<file path="src/msmrc_top_note_unused.sv">
// Reserved empty compile unit
`timescale 1ns/1ps
`default_nettype none
`default_nettype wire

</file>
<file path="src/msmrc_pkg.sv">
// Shared constants and types for the serial memory read control block
package msmrc_pkg;
    localparam logic [7:0]  CFG_RESET     = 8'h40;
    localparam logic [7:0]  CFG_WMASK     = 8'hc2;
    localparam int          CFG_QUAD_BIT  = 1;
    localparam logic [16:0] ADDR_TOP      = 17'h1ffff;
    localparam logic [4:0]  OPC_BITS      = 5'h08;
    localparam logic [4:0]  ADDR_BITS     = 5'h18;
    localparam logic [4:0]  MODE_BITS     = 5'h08;
    localparam logic [3:0]  BYTE_BITS     = 4'h8;
    localparam logic [7:0]  OP_CFG_WRITE  = 8'h87;
    localparam logic [7:0]  OP_STORE      = 8'h8c;
    localparam logic [7:0]  OP_RECALL     = 8'h8d;
    localparam logic [7:0]  OP_AS_ON      = 8'h8e;
    localparam logic [7:0]  OP_AS_OFF     = 8'h8f;

    typedef enum logic [1:0] {
        MSMRC_P1, MSMRC_P2, MSMRC_P4
    } msmrc_proto_t;
    typedef enum logic [2:0] {
        PH_IDLE, PH_OPC, PH_ADDR, PH_WAIT, PH_DATA, PH_CFG, PH_STAT, PH_SKIP
    } msmrc_phase_t;
    typedef enum logic [1:0] {
        RK_PLAIN, RK_FAST, RK_DOR
    } msmrc_kind_t;
    typedef enum logic [3:0] {
        PC_NONE, PC_LOCK, PC_UNLOCK, PC_TO1, PC_TO2, PC_TO4,
        PC_STORE, PC_RECALL, PC_AS_ON, PC_AS_OFF
    } msmrc_cmd_t;
endpackage

</file>
<file path="src/msmrc_buf_if.sv">
// Handshake bundle between the control core and its read-data buffer
`timescale 1ns/1ps
`default_nettype none
interface msmrc_buf_if;
    logic       push_valid;
    logic       push_ready;
    logic [7:0] push_data;
    logic       pop_valid;
    logic       pop_ready;
    logic [7:0] pop_data;
    logic [1:0] level;
    logic       flush;
    modport buf_side (input push_valid, push_data, pop_ready, flush,
                      output push_ready, pop_valid, pop_data, level);
    modport user_side (output push_valid, push_data, pop_ready, flush,
                       input push_ready, pop_valid, pop_data, level);
endinterface
`default_nettype wire

</file>
<file path="src/msmrc_buf.sv">
// Two-entry read-data buffer with valid and ready on both sides
`timescale 1ns/1ps
`default_nettype none
module msmrc_buf
    import msmrc_pkg::*;
(
    // Clock and reset
    input  wire logic         clk,
    input  wire logic         reset_n,
    // Buffer ports
    msmrc_buf_if.buf_side     bif
);
    typedef struct packed {
        logic [1:0][7:0] mem;
        logic [1:0]      cnt;
        logic            rd;
        logic            wr;
    } msmrc_buf_state_t;

    msmrc_buf_state_t s;
    msmrc_buf_state_t next_s;
    logic             push;
    logic             pop;

    assign bif.push_ready = (s.cnt != 2'h2);
    assign bif.pop_valid  = (s.cnt != 2'h0);
    assign bif.pop_data   = s.mem[s.rd];
    assign bif.level      = s.cnt;
    assign push = bif.push_valid & bif.push_ready;
    assign pop  = bif.pop_valid & bif.pop_ready;

    always_comb begin
        next_s = s;
        if (bif.flush) begin
            next_s.cnt = 2'h0;
            next_s.rd  = 1'b0;
            next_s.wr  = 1'b0;
        end else begin
            if (push) begin
                next_s.mem[s.wr] = bif.push_data;
                next_s.wr        = ~s.wr;
            end
            if (pop) begin
                next_s.rd = ~s.rd;
            end
            next_s.cnt = s.cnt + {1'b0, push} - {1'b0, pop};
        end
    end

    always_ff @(posedge clk or negedge reset_n) begin
        if (!reset_n) begin
            s <= '0;
        end else begin
            s <= next_s;
        end
    end
endmodule
`default_nettype wire

</file>
<file path="src/msmrc_core.sv">
// Serial memory command front end: link decode, config, latch, reads
// Function
// While busy, only the status read is accepted; flag reads zero idle.
// State register values become nonvolatile only after a save.
// Hardware save commits register values only if the array was written.
// Config writes persist only after save; hardware save needs array write.
// Config is eight bits, quad bit 1 resets 0, bit 6 resets 1.
// With quad set, guard pin becomes line 2 and guard reads active.
// Host sets quad bit before any four-lane command.
// Host writes 0x42 to set quad bit, 0x40 to clear it.
// Write-lock clears the unlock latch at chip select rise.
// Write-unlock sets the latch; latch is zero after power-up.
// With latch clear, writes and save commands are ignored.
// Latch clears after register write, save, restore, autosave commands.
// Two-lane mode command moves all phases onto lines 0 and 1.
// Four-lane mode command uses lines 0-3 and leaves quad bit alone.
// One-lane mode command returns to single line, quad bit unchanged.
// Host issues no reads while a save or restore is busy.
// Read takes three address bytes forming a 17-bit address.
// Data leaves on falling edges MSB first; address wraps at top.
// Chip select rise ends a read at any point.
// Plain read in two or four lanes has one dummy cycle.
// Two-lane data puts D7 on line 1; four-lane puts D7 on line 3.
// Host sets quad bit before plain read in four-lane mode.
// Prefetch read takes a mode byte before data and wraps.
// Dual-output read takes command on one line, data on two.
// Latch is status bit 1 and gates write and save commands.
// Data lines stay high impedance unless read data is driven.
`timescale 1ns/1ps
`default_nettype none
module msmrc_core
    import msmrc_pkg::*;
#(
    parameter logic [7:0] OP_STATUS_READ = 8'h05,
    parameter logic [7:0] OP_UNLOCK      = 8'h06,
    parameter logic [7:0] OP_LOCK        = 8'h04,
    parameter logic [7:0] OP_READ        = 8'h03,
    parameter logic [7:0] OP_FAST_READ   = 8'h0b,
    parameter logic [7:0] OP_DUAL_OUT    = 8'h3b,
    parameter logic [7:0] OP_TWO_LANE    = 8'h37,
    parameter logic [7:0] OP_FOUR_LANE   = 8'h38,
    parameter logic [7:0] OP_ONE_LANE    = 8'hff
) (
    // Clock and reset
    input  wire logic        clk,
    input  wire logic        reset_n,
    // Serial link pins
    input  wire logic        sck,
    input  wire logic        cs_n,
    input  wire logic [3:0]  io_in,
    output logic      [3:0]  io_out,
    output logic      [3:0]  io_oe_n,
    input  wire logic        hw_save_busy_pin_n,
    // Memory read port
    output logic             mem_req_valid,
    input  wire logic        mem_req_ready,
    output logic      [16:0] mem_req_addr,
    input  wire logic        mem_rsp_valid,
    output logic             mem_rsp_ready,
    input  wire logic [7:0]  mem_rsp_data,
    // System side
    input  wire logic        op_busy,
    input  wire logic        hw_save_req,
    input  wire logic        array_written,
    output logic             store_req,
    output logic             recall_req,
    output logic             autosave_enabled,
    output logic             quad_enable,
    output logic             write_guard_active,
    output logic      [7:0]  state_register,
    output logic      [7:0]  interface_config,
    output logic      [7:0]  interface_config_saved
);
    typedef struct packed {
        logic [2:0]      sck_q;
        logic [1:0]      cs_q;
        logic            cs_d;
        logic [1:0][3:0] io_q;
        logic [1:0]      hsb_q;
        logic            busy;
        msmrc_phase_t    phase;
        msmrc_proto_t    proto;
        msmrc_kind_t     kind;
        msmrc_cmd_t      pend;
        logic [23:0]     sr;
        logic [4:0]      cnt;
        logic [4:0]      wait_bits;
        logic [16:0]     fetch_addr;
        logic            fetch_busy;
        logic [7:0]      osr;
        logic [3:0]      ocnt;
        logic [3:0]      io_out;
        logic [3:0]      io_oe_n;
        logic            unlock;
        logic            cfg_done;
        logic [7:0]      cfg;
        logic [7:0]      cfg_nv;
        logic            dirty;
        logic            autosave;
        logic            store_p;
        logic            recall_p;
    } msmrc_core_t;

    msmrc_core_t s;
    msmrc_core_t next_s;
    msmrc_buf_if bif ();

    logic        rise;
    logic        fall;
    logic        cs_hi;
    logic        cs_rise;
    logic        reading;
    logic        opc_done;
    logic [2:0]  in_l;
    logic [2:0]  out_l;
    logic [3:0]  in_bits;
    logic [23:0] sr_in;
    logic [4:0]  cnt_in;
    logic [7:0]  b;
    logic [7:0]  status;

    msmrc_buf u_buf (
        .clk     (clk),
        .reset_n (reset_n),
        .bif     (bif)
    );

    function automatic logic [2:0] lanes(input msmrc_proto_t p);
        unique case (p)
            MSMRC_P1: lanes = 3'h1;
            MSMRC_P2: lanes = 3'h2;
            MSMRC_P4: lanes = 3'h4;
        endcase
    endfunction

    assign rise    = s.sck_q[1] & ~s.sck_q[2];
    assign fall    = ~s.sck_q[1] & s.sck_q[2];
    assign cs_hi   = s.cs_q[1];
    assign cs_rise = cs_hi & ~s.cs_d;
    assign reading = (s.phase == PH_WAIT) | (s.phase == PH_DATA);
    assign in_l    = lanes(s.proto);
    assign out_l   = (s.kind == RK_DOR && s.phase == PH_DATA) ? 3'h2 : in_l;
    assign cnt_in  = s.cnt + {2'h0, in_l};
    assign status  = {6'h00, s.unlock, s.busy};
    assign opc_done = !cs_hi && rise && s.phase == PH_OPC
                      && cnt_in == OPC_BITS;

    // Input lanes: SI alone, lines 1:0, or lines 3:0
    always_comb begin
        unique case (in_l)
            3'h2:    in_bits = {2'h0, s.io_q[1][1:0]};
            3'h4:    in_bits = s.io_q[1];
            default: in_bits = {3'h0, s.io_q[1][0]};
        endcase
        unique case (in_l)
            3'h2:    sr_in = {s.sr[21:0], in_bits[1:0]};
            3'h4:    sr_in = {s.sr[19:0], in_bits};
            default: sr_in = {s.sr[22:0], in_bits[0]};
        endcase
    end

    // Memory fetch and buffer hookup
    assign mem_req_valid  = reading & ~s.fetch_busy & (bif.level != 2'h2);
    assign mem_req_addr   = s.fetch_addr;
    assign bif.push_valid = mem_rsp_valid & reading;
    assign bif.push_data  = mem_rsp_data;
    assign mem_rsp_ready  = reading ? bif.push_ready : 1'b1;
    assign bif.flush      = cs_hi;
    assign bif.pop_ready  = fall & !cs_hi & (s.phase == PH_DATA)
                            & (s.ocnt == BYTE_BITS);

    always_comb begin
        next_s = s;
        b = s.osr;
        next_s.sck_q = {s.sck_q[1:0], sck};
        next_s.cs_q  = {s.cs_q[0], cs_n};
        next_s.cs_d  = s.cs_q[1];
        next_s.io_q  = {s.io_q[0], io_in};
        next_s.hsb_q = {s.hsb_q[0], hw_save_busy_pin_n};
        next_s.busy  = op_busy | ~s.hsb_q[1];
        next_s.store_p  = 1'b0;
        next_s.recall_p = 1'b0;
        if (mem_req_valid && mem_req_ready) begin
            next_s.fetch_addr = s.fetch_addr + 17'h00001;
            next_s.fetch_busy = 1'b1;
        end
        if (mem_rsp_valid && mem_rsp_ready) begin
            next_s.fetch_busy = 1'b0;
        end
        if (cs_hi) begin
            next_s.phase   = PH_IDLE;
            next_s.io_oe_n = 4'hf;
            next_s.cnt     = 5'h00;
            if (cs_rise) begin
                next_s.pend     = PC_NONE;
                next_s.cfg_done = 1'b0;
                unique case (s.pend)
                    PC_LOCK:   next_s.unlock = 1'b0;
                    PC_UNLOCK: next_s.unlock = 1'b1;
                    PC_TO1:    next_s.proto = MSMRC_P1;
                    PC_TO2:    next_s.proto = MSMRC_P2;
                    PC_TO4:    next_s.proto = MSMRC_P4;
                    PC_STORE: begin
                        next_s.store_p = 1'b1;
                        next_s.cfg_nv  = s.cfg;
                        next_s.dirty   = 1'b0;
                        next_s.unlock  = 1'b0;
                    end
                    PC_RECALL: begin
                        next_s.recall_p = 1'b1;
                        next_s.cfg      = s.cfg_nv;
                        next_s.unlock   = 1'b0;
                    end
                    PC_AS_ON: begin
                        next_s.autosave = 1'b1;
                        next_s.unlock   = 1'b0;
                    end
                    PC_AS_OFF: begin
                        next_s.autosave = 1'b0;
                        next_s.unlock   = 1'b0;
                    end
                    default: begin
                    end
                endcase
                if (s.cfg_done) begin
                    next_s.unlock = 1'b0;
                end
            end
        end else begin
            if (s.phase == PH_IDLE) begin
                next_s.phase = PH_OPC;
                next_s.pend  = PC_NONE;
                next_s.kind  = RK_PLAIN;
            end
            if (rise) begin
                next_s.sr  = sr_in;
                next_s.cnt = cnt_in;
                unique case (s.phase)
                    PH_OPC: begin
                        if (cnt_in == OPC_BITS) begin
                            next_s.cnt   = 5'h00;
                            next_s.phase = PH_SKIP;
                            if (sr_in[7:0] == OP_STATUS_READ) begin
                                next_s.phase = PH_STAT;
                                next_s.ocnt  = BYTE_BITS;
                            end else if (s.busy) begin
                                next_s.phase = PH_SKIP;
                            end else if (sr_in[7:0] == OP_READ) begin
                                next_s.phase = PH_ADDR;
                            end else if (sr_in[7:0] == OP_FAST_READ) begin
                                next_s.phase = PH_ADDR;
                                next_s.kind  = RK_FAST;
                            end else if (sr_in[7:0] == OP_DUAL_OUT
                                         && s.proto == MSMRC_P1) begin
                                next_s.phase = PH_ADDR;
                                next_s.kind  = RK_DOR;
                            end else if (sr_in[7:0] == OP_UNLOCK) begin
                                next_s.pend = PC_UNLOCK;
                            end else if (sr_in[7:0] == OP_LOCK) begin
                                next_s.pend = PC_LOCK;
                            end else if (sr_in[7:0] == OP_ONE_LANE) begin
                                next_s.pend = PC_TO1;
                            end else if (sr_in[7:0] == OP_TWO_LANE) begin
                                next_s.pend = PC_TO2;
                            end else if (sr_in[7:0] == OP_FOUR_LANE) begin
                                next_s.pend = PC_TO4;
                            end else if (!s.unlock) begin
                                next_s.phase = PH_SKIP;
                            end else if (sr_in[7:0] == OP_CFG_WRITE) begin
                                next_s.phase = PH_CFG;
                            end else if (sr_in[7:0] == OP_STORE) begin
                                next_s.pend = PC_STORE;
                            end else if (sr_in[7:0] == OP_RECALL) begin
                                next_s.pend = PC_RECALL;
                            end else if (sr_in[7:0] == OP_AS_ON) begin
                                next_s.pend = PC_AS_ON;
                            end else if (sr_in[7:0] == OP_AS_OFF) begin
                                next_s.pend = PC_AS_OFF;
                            end
                        end
                    end
                    PH_ADDR: begin
                        if (cnt_in == ADDR_BITS) begin
                            next_s.fetch_addr = sr_in[16:0];
                            next_s.cnt        = 5'h00;
                            next_s.ocnt       = BYTE_BITS;
                            if (s.kind == RK_PLAIN
                                && s.proto == MSMRC_P1) begin
                                next_s.phase = PH_DATA;
                            end else begin
                                next_s.phase     = PH_WAIT;
                                next_s.wait_bits = (s.kind == RK_PLAIN)
                                    ? {2'h0, in_l} : MODE_BITS;
                            end
                        end
                    end
                    PH_WAIT: begin
                        if (cnt_in == s.wait_bits) begin
                            next_s.phase = PH_DATA;
                        end
                    end
                    PH_CFG: begin
                        if (cnt_in == OPC_BITS) begin
                            next_s.cfg = (sr_in[7:0] & CFG_WMASK)
                                       | (s.cfg & ~CFG_WMASK);
                            next_s.cfg_done = 1'b1;
                            next_s.phase    = PH_SKIP;
                        end
                    end
                    default: begin
                    end
                endcase
            end
            if (fall && (s.phase == PH_DATA || s.phase == PH_STAT)) begin
                if (s.ocnt == BYTE_BITS) begin
                    if (s.phase == PH_STAT) begin
                        b = status;
                    end else begin
                        b = bif.pop_valid ? bif.pop_data : 8'h00;
                    end
                    next_s.ocnt = {1'b0, out_l};
                end else begin
                    next_s.ocnt = s.ocnt + {1'b0, out_l};
                end
                unique case (out_l)
                    3'h2: begin
                        next_s.io_out  = {2'h0, b[7:6]};
                        next_s.io_oe_n = 4'hc;
                        next_s.osr     = {b[5:0], 2'h0};
                    end
                    3'h4: begin
                        next_s.io_out  = b[7:4];
                        next_s.io_oe_n = 4'h0;
                        next_s.osr     = {b[3:0], 4'h0};
                    end
                    default: begin
                        next_s.io_out  = {2'h0, b[7], 1'b0};
                        next_s.io_oe_n = 4'hd;
                        next_s.osr     = {b[6:0], 1'b0};
                    end
                endcase
            end
        end
        if (hw_save_req && s.dirty) begin
            next_s.cfg_nv = s.cfg;
            next_s.dirty  = 1'b0;
        end
        if (array_written) begin
            next_s.dirty = 1'b1;
        end
    end

    always_ff @(posedge clk or negedge reset_n) begin
        if (!reset_n) begin
            s         <= '0;
            s.cs_q    <= 2'h3;
            s.cs_d    <= 1'b1;
            s.hsb_q   <= 2'h3;
            s.io_oe_n <= 4'hf;
            s.cfg     <= CFG_RESET;
            s.cfg_nv  <= CFG_RESET;
        end else begin
            s <= next_s;
        end
    end

    assign io_out                 = s.io_out;
    assign io_oe_n                = s.io_oe_n;
    assign store_req              = s.store_p;
    assign recall_req             = s.recall_p;
    assign autosave_enabled       = s.autosave;
    assign quad_enable            = s.cfg[CFG_QUAD_BIT];
    assign write_guard_active     = quad_enable | ~s.io_q[1][2];
    assign state_register         = status;
    assign interface_config       = s.cfg;
    assign interface_config_saved = s.cfg_nv;
endmodule
`default_nettype wire

</file>
<file path="config.mk">
export PLATFORM = sky130hd
export DESIGN_NAME = msmrc_core
export DESIGN_NICKNAME = d
export VERILOG_FILES = /design/src/msmrc_top_note_unused.sv /design/src/msmrc_pkg.sv /design/src/msmrc_buf_if.sv /design/src/msmrc_buf.sv /design/src/msmrc_core.sv
export SDC_FILE = /design/constraint.sdc
export NUM_CORES = 1
export LEC_CHECK = 0
export ABC_AREA = 1
export BUFFER_PORTS_ARGS = -buffer_cell sky130_fd_sc_hd__buf_2
export CAP_MARGIN = 20
export CORE_MARGIN = 5
export CORE_UTILIZATION = 54
export CTS_CLUSTER_SIZE = 28
export DETAILED_ROUTE_END_ITERATION = 10
export GPL_TIMING_DRIVEN = 1
export PLACE_DENSITY_LB_ADDON = 0.12
export SYNTH_ARGS = -nofsm -noshare
export SYNTH_HDL_FRONTEND = slang
export SYNTH_SLANG_ARGS = --single-unit
</file>
<file path="constraint.sdc">
create_clock -name clk -period 2.6 [get_ports clk]
set_input_delay 0.39 -clock clk [delete_from_list [all_inputs] [get_ports clk]]
set_output_delay 0.39 -clock clk [all_outputs]
set_load 0.05 [all_outputs]
</file>
# Yosys cells after proc, flatten, opt, wreduce, memory -nomap -nowiden
# Index checks and enable logic that the tools add are counted.
[classes]
addsub = 5
reduce_logical = 45
eq_ne = 46
bitwise = 25
order_cmp = 3
mux = 97
[op_table]
columns = ["op", "n"]
rows = [
  ["$mux 4", 24],
  ["$mux 57", 1],
  ["$mux 8", 7],
  ["$mux 9", 6],
  ["$eq 8x8->1 const B", 6],
  ["$pmux 24 s2", 1],
  ["$mux 3", 14],
  ["$mux 6", 6],
  ["$pmux 8 s2", 2],
  ["$mux 27", 1],
  ["$reduce_bool 2->1", 13],
  ["$eq 8x3->1 const B", 3],
  ["$eq 8x6->1 const B", 3],
  ["$mux 12", 2],
  ["$mux 22", 1],
  ["$mux 21", 1],
  ["$mux 18", 1],
  ["$mux 2", 9],
  ["$reduce_bool 3->1", 6],
  ["$add 17x1->17 const B", 1],
  ["$mux 17", 1],
  ["$bwmux 16", 1],
  ["$eq 4x3->1 const B", 4],
  ["$pmux 4 s2", 2],
  ["other kinds (46)", 105],
]
[totals]
output_inout_bits = 56
in_bits = 22
regBits = 141
elab_cells = 254

# Depth between registers and ports, before layout
# Gate-level depths: netlist (run 1).
[depth]
depth_word = 26
depth_mapped = 19
mapped_depth_nobuf = 19

# Hierarchy
# A second synthesis (run 1) with hierarchy kept.
[hier_totals]
hier_cells = 1019
area_unflattened_um2 = 7837.5
[by_module_without_submodules]
columns = ["mod", "area_per_inst_um2", "instances", "cells_each", "seq_area_each_um2"]
rows = [
  ["msmrc_core", 6787.8, 1, 889, 2790.2],
  ["msmrc_buf", 1049.8, 1, 130, 500.5],
]

# Worst setup path before layout (run 1)
# No wires, ideal clock.
[synth_path]
path_kind = "register to register"
start = "reg s[100] in the netlist's numbering"
end = "reg s[95] in the netlist's numbering"
path_stages_with_launch = 18
n_path_buf = 0
required_time_ps = 2478
arrival_time_ps = 2633
setup_ps = 122
setup_slack_ps = -155
synth_period_minus_slack_ps = 2755
path_cell_list = "dfrtp_1 -> inv_1 -> ha_1 -> inv_2 -> ha_1 -> fa_1 -> xnor2_1 -> inv_1 -> nor2_2 -> nand3_1 -> inv_1 -> nand2_1 -> nor2_4 -> nand2_2 -> nor2_2 -> nand2_1 -> nand2_1 -> o21ai_1"
[synth_between]
elab_chain_len = 26
elab_cells_between_ends = 45
cone_classes = "1 x add/sub; 19 x eq/ne; 23 x mux; 2 x reduce/logical"
[synth_rtl]
columns = ["item", "line", "source"]
rows = [
  ["start: declaration", "msmrc_core.sv:104", "msmrc_core_t s;"],
  ["start signal: assignment", "msmrc_core.sv:363", "s <= next_s;"],
  ["$eq 2x2->1 (tied with other cells)", "msmrc_core.sv:129", "unique case (p)"],
  ["$pmux 3 s3", "msmrc_core.sv:129", ""],
  ["$eq 3x3->1 or $eq 3x2->1 (tied branches)", "msmrc_core.sv:150, msmrc_core.sv:155", ""],
  ["$pmux 4 s2", "msmrc_core.sv:150", "unique case (in_l)"],
  ["$pmux 24 s2", "msmrc_core.sv:155", "unique case (in_l)"],
  ["$eq 8x8->1", "msmrc_core.sv:277", "end else if (sr_in[7:0] == OP_AS_OFF) begin"],
  ["$mux 4", "msmrc_core.sv:277", ""],
  ["$mux 4", "msmrc_core.sv:275", "end else if (sr_in[7:0] == OP_AS_ON) begin"],
  ["[10 not listed]", "n/a", ""],
  ["$mux 4", "msmrc_core.sv:250", "end else if (sr_in[7:0] == OP_FAST_READ) begin"],
  ["$mux 6", "msmrc_core.sv:248", "end else if (sr_in[7:0] == OP_READ) begin"],
  ["$mux 6", "msmrc_core.sv:246", "end else if (s.busy) begin"],
  ["$mux 6", "msmrc_core.sv:243", "if (sr_in[7:0] == OP_STATUS_READ) begin"],
  ["$mux 6 *", "msmrc_core.sv:240", "if (cnt_in == OPC_BITS) begin"],
  ["$mux 6 *", "msmrc_core.sv:238", "unique case (s.phase)"],
  ["$mux 57 *", "msmrc_core.sv:235", "if (rise) begin"],
  ["$mux 4 *", "msmrc_core.sv:190", "if (cs_hi) begin"],
]
# Mark *: on every way between the ends. The rest lies on a longest branch, timed or not. The select of a mux whose other input is x is not followed.
# A chain may end at the register's enable or synchronous reset.

# Worst setup path in the final report (run 1)
[layout_path]
start = "reg s[100] in the netlist's numbering"
end = "reg s, in the netlist interface_config[4]"
[layout_between]
elab_chain_len = 6
elab_cells_between_ends = 8
cone_classes = "1 x add/sub; 3 x eq/ne; 1 x mux; 3 x reduce/logical"
[layout_rtl]
columns = ["item", "line", "source"]
rows = [
  ["$eq 2x2->1 (tied with other cells)", "msmrc_core.sv:129", ""],
  ["$pmux 3 s3 *", "msmrc_core.sv:129", ""],
  ["$add 5x3->5 *", "msmrc_core.sv:143", "assign cnt_in = s.cnt + {2'h0, in_l};"],
  ["$eq 5x4->1 *", "msmrc_core.sv:303", "if (cnt_in == OPC_BITS) begin"],
  ["$reduce_bool 2->1 (no source line) *", "n/a", ""],
  ["$reduce_and 5->1 (no source line) *", "n/a", ""],
]
# Mark *: on every way between the ends. The rest lies on a longest branch, timed or not.

==> out/results.env, run 1 <==
OUTCOME='finished with violations'
VIOLATIONS_IN_THE_FINAL_REPORTS='negative setup slack'
HP-START='hw_save_busy_pin_n'
FMAX_MHz=381.9
SETUP_VIOLATIONS=4
SYN_TO_FINAL_GROWTH_PCT=17.45
POSTSYNTHREGISTERBITS=131
INITIAL_UTILIZATION_PCT=54.83
TIMING.CRITICAL_PATH.REQUIRED_PS=2950
NUMBER_OF_ANTENNA_VIOLATIONS_AT_THE_FIRST_CHECK_IN_GLOBAL_ROUTING=0
FILLER_CELL_COUNT=1199
COUNT_OF_PINS_OVER_THEIR_SLEW_LIMIT=0
COUNT_OF_STANDARD_CELL_ROWS=43
FIN_TNS_SETUP_PS=-38.26
MAXIMUM_VDD_IR_DROP_mV=0.4147
LAYOUT_SETUP_WS_PS=-18.33
SYNTH_ASYNC_SR_FLOP_SHARE_PCT=100.0
AREA_OF_THE_MAPPED_NETLIST_UM2=7581
SYNTHCELLS=972
SYNTH_CELL_TYPE_COUNT=53
GP_CONGESTION=0.9113
CP-STARTPOINT='s[100]'
WORST_R2R_STARTPOINT='s[100]'
DIE_H_UM=128.5
SYNTH_AREA_PER_CELL_UM2=7.799
TIMING.MAX_SLEW.REL_SLACK_PCT=53.36
SYNTH.TOP_CELLS.BY_COUNT='sky130_fd_sc_hd__nand2_1, sky130_fd_sc_hd__dfrtp_1, sky130_fd_sc_hd__inv_1'
PLACEMENT.IO_BUFFERS=71
POST-ROUTE-PERIOD-UTIL_PCT=100.7
WIRE_LENGTH_OF_THE_FIRST_GLOBAL_ROUTING_PASS_MM=29.67
HOLDCRITPATHCLASS='in -> reg'
TIGHTEST_SLEW_PS=694.3
CELLLEAKAGEPOWER_nW=4.440
TIMING.FINAL.CRIT_PERIOD_PS=2618
GRT_PASS1_VIAS=6140
CLOCK_LATENCY_REPORTED_FOR_THE_LATE_SIDE_OF_THE_WORST_SKEW_PAIR_PS=420
DETAILEDROUTE.FIRSTITERATIONVIOLATIONS=489
SETUP_REPAIR_AFTER_GLOBAL_ROUTING_MISSED_ITS_MARGIN='yes'
SYNTH_MOST_COMMON_CELL='sky130_fd_sc_hd__nand2_1'
CRIT_PATH_START_KIND='flop'
GRT_START_MAX_NET_PINS=51
DETAILED_PLACE.AREA_UM2=8089
CTS.ROOT.BUFFER_CELL='sky130_fd_sc_hd__clkbuf_16'
NUM_ANTENNA_CELLS=0
POWER.DENSITY_CELL_AREA_nW_PER_UM2=789.3
NUMCTSBUFFERS=17
CTS_NUM_SINKS=131
DPL.CELL_COUNT=1201
TRITONCTS='yes'
CHIPWIDTH_UM=128.5
FINAL_CELLS=1242
DETAIL_ROUTE.DRC_VIOLATIONS=0
GLOBAL_ROUTE.USAGE.TOTAL_PCT=22.50
DR_VIAS_CELL=5.224
MAXIMUM_LEVEL_OF_THE_CTS_H_TREE=4
COUNT_OF_MAX_CAP_CONSTRAINT_VIOLATIONS=0
SYNTH_ENABLE_FLOP_CELLS=0
DIE_AREA_UM2=16510
CLOCK-SKEW-FINAL_PS=15.51
GRT-OVFL-TOTAL=0
WIRE_PER_INST_UM=14.27
DRTPASS1ITERATIONS=5
FINISH.NET_COUNT=1087
COREAREA_UM2=13830
CRITICAL_PATH_ARRIVAL_PS=2960
LAYOUT-DRIVE-GT1-SHARE_PCT=22.98
YOSYS-TOP-CELLS-AREA='sky130_fd_sc_hd__dfrtp_1, sky130_fd_sc_hd__nand2_1, sky130_fd_sc_hd__inv_1'
FINALHOLDVIOLCOUNT=0
VIA_COUNT=6488
WORST-PATH-MAX-FANOUT=6
YOSYS_WARNINGS=0
WL_MM=17.72
SYNTH_LARGEST_TYPE_AREA_FRACTION_PCT=39.94
YOSYSSEQAREASHARE_PCT=43.41
DRT.ANTENNA.VIOLATING_NETS=0
BOUNDARYPINS=78
FINAL_INSTANCE_AREA_UM2=8904
P_TOTAL_mW=7.028
KIND_OF_END_POINT_OF_THE_CRITICAL_PATH='flop'
SYNTH-MAIN-FF-CELL='sky130_fd_sc_hd__dfrtp_1'
POST-DP-HPWL_MM=13.23
CRIT_TYPE='reg -> reg'
DP_WORST_SETUP_SLACK_PS=-103.4
PATH_CLK_SLEW_PS=60
MAXIMUM_BUFFER_DEPTH_OF_THE_CLOCK_TREE=2
SYNTH_LARGEST_AREA_CELL='sky130_fd_sc_hd__dfrtp_1'
[routing by layer]
layer  GRT usage [%]  routed length (µm)  up-vias
met5               0                   0        -
met4           10.36                 664        0
met3           4.691                1053       46
met2           35.64                8158      193
met1           29.77                7847     3008
li1                -                   -     3241
[cells by family after synthesis]
logic type | share of synthesized area (%)
buffers and inverters | 12.08
muxes | 1.634
AOI/OAI and AO/OA | 11.34
other | 0.04947
DFF | 43.41
and+or+nand+nor | 26.23
adders and majority gates | 2.839
xor gates and xnor gates | 2.426
[area by class of cell]
class	count	area, µm²	share of cell area, %
clock buffer	21	460.4	5.171
timing repair buffer	121	759.5	8.530
clock inverter	11	151.4	1.700
tap	180	225.2	2.530
sequential	131	3291	36.96
inverter	119	450.4	5.059
multi-input combinational	659	3566	40.05
[worst max-delay path, stage by stage, from the launching register on]
cell                      delay (ps)
sky130_fd_sc_hd__dfrtp_1         360
sky130_fd_sc_hd__inv_2            60
sky130_fd_sc_hd__ha_4            280
sky130_fd_sc_hd__inv_4            40
sky130_fd_sc_hd__ha_4            150
sky130_fd_sc_hd__fa_2            370
sky130_fd_sc_hd__xnor2_2         180
sky130_fd_sc_hd__inv_2            60
sky130_fd_sc_hd__nor2_4          160
sky130_fd_sc_hd__nand3_4         140
sky130_fd_sc_hd__o21ai_4         220
sky130_fd_sc_hd__nand2_4         110
sky130_fd_sc_hd__nor2_4          240
sky130_fd_sc_hd__nor2_1           70
sky130_fd_sc_hd__a21oi_1         110
[where the power goes]
part,total (mW),internal [mW],switching [mW],leakage [nW]
clock network,2.47,1.56,0.909,0.298
registers,2.58,2.31,0.264,1.63
logic,1.98,0.536,1.44,2.52
total,7.03,4.41,2.61,4.44
[path summary, 6_finish.rpt]
kind	to	slack, ps	cells past startpoint
max	interface_config[4]	-20	14
min	next_s[107]	70	1
max reg2reg	interface_config[4]	-20	14
min reg2reg	s[115]	350	0
max in group asynchronous	interface_config[6]	1400	3
min in group asynchronous	s[65]	490	2
[cell usage in the layout, fill, tap and decap left out, types with 4 or more instances in the layout]
master,n
sky130_fd_sc_hd__nand2_1,255
sky130_fd_sc_hd__dfrtp_1,121
sky130_fd_sc_hd__inv_1,107
sky130_fd_sc_hd__nor2_1,74
sky130_fd_sc_hd__buf_2,70
sky130_fd_sc_hd__o21ai_0,68
sky130_fd_sc_hd__nand3_1,47
sky130_fd_sc_hd__buf_4,46
sky130_fd_sc_hd__a21oi_1,33
sky130_fd_sc_hd__clkbuf_16,17
sky130_fd_sc_hd__nand4_1,14
sky130_fd_sc_hd__nand2_2,13
sky130_fd_sc_hd__nor2_4,12
sky130_fd_sc_hd__xor2_1,12
sky130_fd_sc_hd__o22ai_1,12
sky130_fd_sc_hd__mux2_2,11
sky130_fd_sc_hd__dfstp_2,10
sky130_fd_sc_hd__inv_2,9
sky130_fd_sc_hd__nor2_2,9
sky130_fd_sc_hd__ha_1,9
sky130_fd_sc_hd__nor3_1,8
sky130_fd_sc_hd__xnor2_1,8
sky130_fd_sc_hd__a22oi_1,8
sky130_fd_sc_hd__o21ai_1,7
sky130_fd_sc_hd__conb_1,6
sky130_fd_sc_hd__o221ai_1,5
sky130_fd_sc_hd__nand3_2,4
sky130_fd_sc_hd__nand2_4,4
sky130_fd_sc_hd__clkinv_4,4
[stage by stage]
| stage | hold WS (ps) | util, % |
|---|---|---|
| after global placement | 332.5 | 58.50 |
| after global routing | 56.78 | 64.39 |
| after floorplan | 94.41 | - |
| after CTS | 56.12 | 63.37 |
| final | 74.09 | 64.39 |
| after detailed placement | 334.7 | 58.50 |
[timing repair]
item	in CTS	in global routing
pin swaps	4	9
hold buffers	1	0
setup endpoints to repair	20	41
gates cloned	1	0
hold endpoints to repair	42	0
buffers inserted	1	6
gates resized for setup	8	33
[sequential cells by signal (all words and copies together) (netlist names)]
signal / flops
autosave_enabled: 1
bif.flush: 1
interface_config: 8
interface_config_saved: 8
io_oe_n: 3
io_out: 4
mem_req_addr: 17
next_s: 8
recall_req: 1
s: 57
state_register: 2
store_req: 1
u_buf.bif.level: 2
u_buf.s: 18
Note: power is estimated with default switching activity, not from simulation.
==> run 2: changes to the inputs <==
Settings changed: CORE_UTILIZATION 54 to 30.
==> out/results.env, run 2 (synthesis results as in run 1) <==
OUTCOME='finished clean'  # was finished with violations
DRTPASS1ITERATIONS=5  # unchanged
TIMING.CRITICAL_PATH.REQUIRED_PS=2920  # was 2950 ps
DIE_H_UM=169.0  # was 128.5 µm
WIRE_LENGTH_OF_THE_FIRST_GLOBAL_ROUTING_PASS_MM=33.51  # was 29.67 mm
HOLDCRITPATHCLASS='in -> reg'  # unchanged
MULTI_INPUT_AREA_UM2=3597  # was 3566 µm²
NUMCTSBUFFERS=17  # unchanged
CRIT_PATH_START_KIND='flop'  # unchanged
CTS_NUM_SINKS=131  # unchanged
GLOBAL_ROUTE.USAGE.TOTAL_PCT=14.65  # was 22.50%
TRITONCTS='yes'  # unchanged
CRIT_TYPE='reg -> reg'  # unchanged
HOLD_DEPTH=1  # unchanged
CRITPATHMOSTFREQUENTCELL='sky130_fd_sc_hd__nor2_4'
WORST-PATH-MAX-FANOUT=5  # was 6
CP_SLOWEST_STAGE_DELAY_PS=360  # was 370 ps
DR_VIAS_CELL=4.587  # was 5.224
FINISH.NET_COUNT=1093  # was 1087
DRT.ANTENNA.VIOLATING_NETS=0  # unchanged
P_TOTAL_mW=7.008  # was 7.028 mW
GP_CONGESTION=0.8447  # was 0.9113
REGAREA_UM2=3291  # unchanged
DIE_AREA_UM2=28550  # was 16510 µm²
MAXIMUM_VDD_IR_DROP_mV=0.4638  # was 0.4147 mV
NUMBER_OF_ANTENNA_VIOLATIONS_AT_THE_FIRST_CHECK_IN_GLOBAL_ROUTING=0  # unchanged
NUM_ANTENNA_CELLS=0  # unchanged
FINAL_INSTANCE_AREA_UM2=9158  # was 8904 µm²
TIGHTEST_SLEW_PS=715.1  # was 694.3 ps
SYN_TO_FINAL_GROWTH_PCT=20.80  # was 17.45%
COUNT_OF_MAX_CAP_CONSTRAINT_VIOLATIONS=0  # unchanged
FILLER_CELL_COUNT=2666  # was 1199
UTILIZATION_PCT=36.58  # was 64.39%
CHIPWIDTH_UM=169.0  # was 128.5 µm
FINALHOLDVIOLCOUNT=0  # unchanged
R2R.WORST_PATH.CELLS=17  # was 14
DP_WORST_SETUP_SLACK_PS=-73.41  # was -103.4 ps
COREAREA_UM2=25040  # was 13830 µm²
LAYOUT.CELLS.MOST_COMMON_LIST='sky130_fd_sc_hd__nand2_1, sky130_fd_sc_hd__dfrtp_1, sky130_fd_sc_hd__inv_1'  # unchanged
DPL.CELL_COUNT=1355  # was 1201
COUNT_OF_PINS_OVER_THEIR_SLEW_LIMIT=0  # unchanged
FINAL_CELLS=1398  # was 1242
TIMING.MAX_SLEW.REL_SLACK_PCT=51.82  # was 53.36%
GRT_START_MAX_NET_PINS=46  # was 51
FMAX_MHz=392.7  # was 381.9 MHz
WIRE_PER_INST_UM=14.68  # was 14.27 µm
CELLLEAKAGEPOWER_nW=4.469  # was 4.440 nW
MAXIMUM_BUFFER_DEPTH_OF_THE_CLOCK_TREE=2  # unchanged
BOUNDARYPINS=78  # unchanged
GRT-OVFL-TOTAL=0  # unchanged
DETAILED_PLACE.AREA_UM2=8332  # was 8089 µm²
PATH_CLK_SLEW_PS=60  # about the same
GRT_PASS1_VIAS=6361  # was 6140
CRITICAL_PATH_ARRIVAL_PS=2860  # was 2960 ps
CLOCK-SKEW-FINAL_PS=13.25  # was 15.51 ps
KIND_OF_END_POINT_OF_THE_CRITICAL_PATH='flop'  # unchanged
POWER.DENSITY_CELL_AREA_nW_PER_UM2=765.2  # was 789.3 nW/µm²
WORST_PATH_MAX_DELAY_CELL='sky130_fd_sc_hd__fa_2'  # unchanged
LAYOUT_COMMONEST_CELL='sky130_fd_sc_hd__nand2_1'  # unchanged
DETAIL_ROUTE.DRC_VIOLATIONS=0  # unchanged
WORSTPATHCELLLIST='inv_2 > ha_4 > inv_4 > ha_4 > fa_2 > xnor2_2 > inv_1 > nor2_4 > nand3_4 > inv_2 > nand2_2 > nor2_4 > nand2_4 > nor2_4 > nand2_1 > nand2_1 > o21ai_1'  # was inv_2 > ha_4 > inv_4 > ha_4 > fa_2 > xnor2_2 > inv_2 > nor2_4 > nand3_4 > o21ai_4 > nand2_4 > nor2_4 > nor2_1 > a21oi_1
CLOCK_LATENCY_REPORTED_FOR_THE_LATE_SIDE_OF_THE_WORST_SKEW_PAIR_PS=430  # was 420 ps
PLACEMENT.IO_BUFFERS=71  # unchanged
LAYOUT-DRIVE-GT1-SHARE_PCT=24.16  # was 22.98%
LARGEST_REGISTER_FFS=57  # unchanged
MAXIMUM_LEVEL_OF_THE_CTS_H_TREE=4  # unchanged
DETAILEDROUTE.FIRSTITERATIONVIOLATIONS=347  # was 489
POST-ROUTE-PERIOD-UTIL_PCT=97.94  # was 100.7%
VIA_COUNT=6412  # was 6488
LAYOUT_SETUP_WS_PS=53.49  # was -18.33 ps
CTS.ROOT.BUFFER_CELL='sky130_fd_sc_hd__clkbuf_16'  # unchanged
SETUP_VIOLATIONS=0  # was 4
SETUP_REPAIR_AFTER_GLOBAL_ROUTING_MISSED_ITS_MARGIN='yes'  # unchanged
COUNT_OF_STANDARD_CELL_ROWS=58  # was 43
MAX_FLOP_REGISTER='s'  # unchanged
WL_MM=20.52  # was 17.72 mm
TIMING.FINAL.CRIT_PERIOD_PS=2547  # was 2618 ps
POST-DP-HPWL_MM=15.02  # was 13.23 mm
INITIAL_UTILIZATION_PCT=30.28  # was 54.83%
==> run 2: cell type report <==
type | count | share of cell area, %
clock buffers | 18 | 4.686
clock inverters | 14 | 1.571
inverters | 119 | 4.919
multi-input cells | 659 | 39.28
flip-flops and latches | 131 | 35.93
well taps | 330 | 4.509
repair buffers | 127 | 9.100
==> run 2: critical path: cells and delay by family, from the launching register on <==
kind                       cells  cell delay (ps)
AOI/OAI and AO/OA              1               50
adders and majority gates      3              780
DFF                            1              350
buffers and inverters          4              270
xor gates and xnor gates       1              150
and+or+nand+nor                8              830
==> run 2: per-layer routing <==
| layer | GRT usage (%) | vias up | wire [µm] | part of all wire, % |
|---|---|---|---|---|
| li1 | - | 3245 | - | - |
| met5 | 0 | - | 0 | 0 |
| met2 | 24.01 | 115 | 9738 | 47 |
| met4 | 4.481 | 0 | 333 | 1.6 |
| met3 | 2.802 | 22 | 825 | 4.0 |
| met1 | 19.64 | 3030 | 9623 | 47 |
==> run 2: per-stage QoR <==
stage	setup TNS [ps]	hold slack (ps)
after detailed placement	-478.3	336.3
after floorplan	0	94.41
after global routing	-1489	34.03
after CTS	0	37.65
final	0	57.06
after global placement	-45.68	335.0
==> run 2: repair_timing <==
| item | in CTS | in global routing |
|---|---|---|
| resized for setup | 10 | 41 |
| pin swaps | 6 | 2 |
| hold endpoints to repair | 42 | 0 |
| cloned | 1 | 0 |
| setup endpoints to repair | 12 | 44 |
| hold buffers | 1 | 0 |
| buffers inserted | 5 | 5 |
==> run 2: where the power goes <==
part | total, mW | internal [mW] | switching [mW] | leakage (nW)
registers | 2.59 | 2.31 | 0.276 | 1.63
clock network | 2.42 | 1.35 | 1.07 | 0.274
logic | 2.00 | 0.540 | 1.46 | 2.57
==> run 2: final timing paths <==
kind	slack (ps)	end	from
max	50	s[95]	s[101]
min	60	next_s[118]	cs_n
max reg2reg	50	s[95]	s[101]
min in group asynchronous	470	mem_req_addr[11]	reset_n
max in group asynchronous	1450	next_s[118]	reset_n
min reg2reg	340	s[113]	next_s[113]
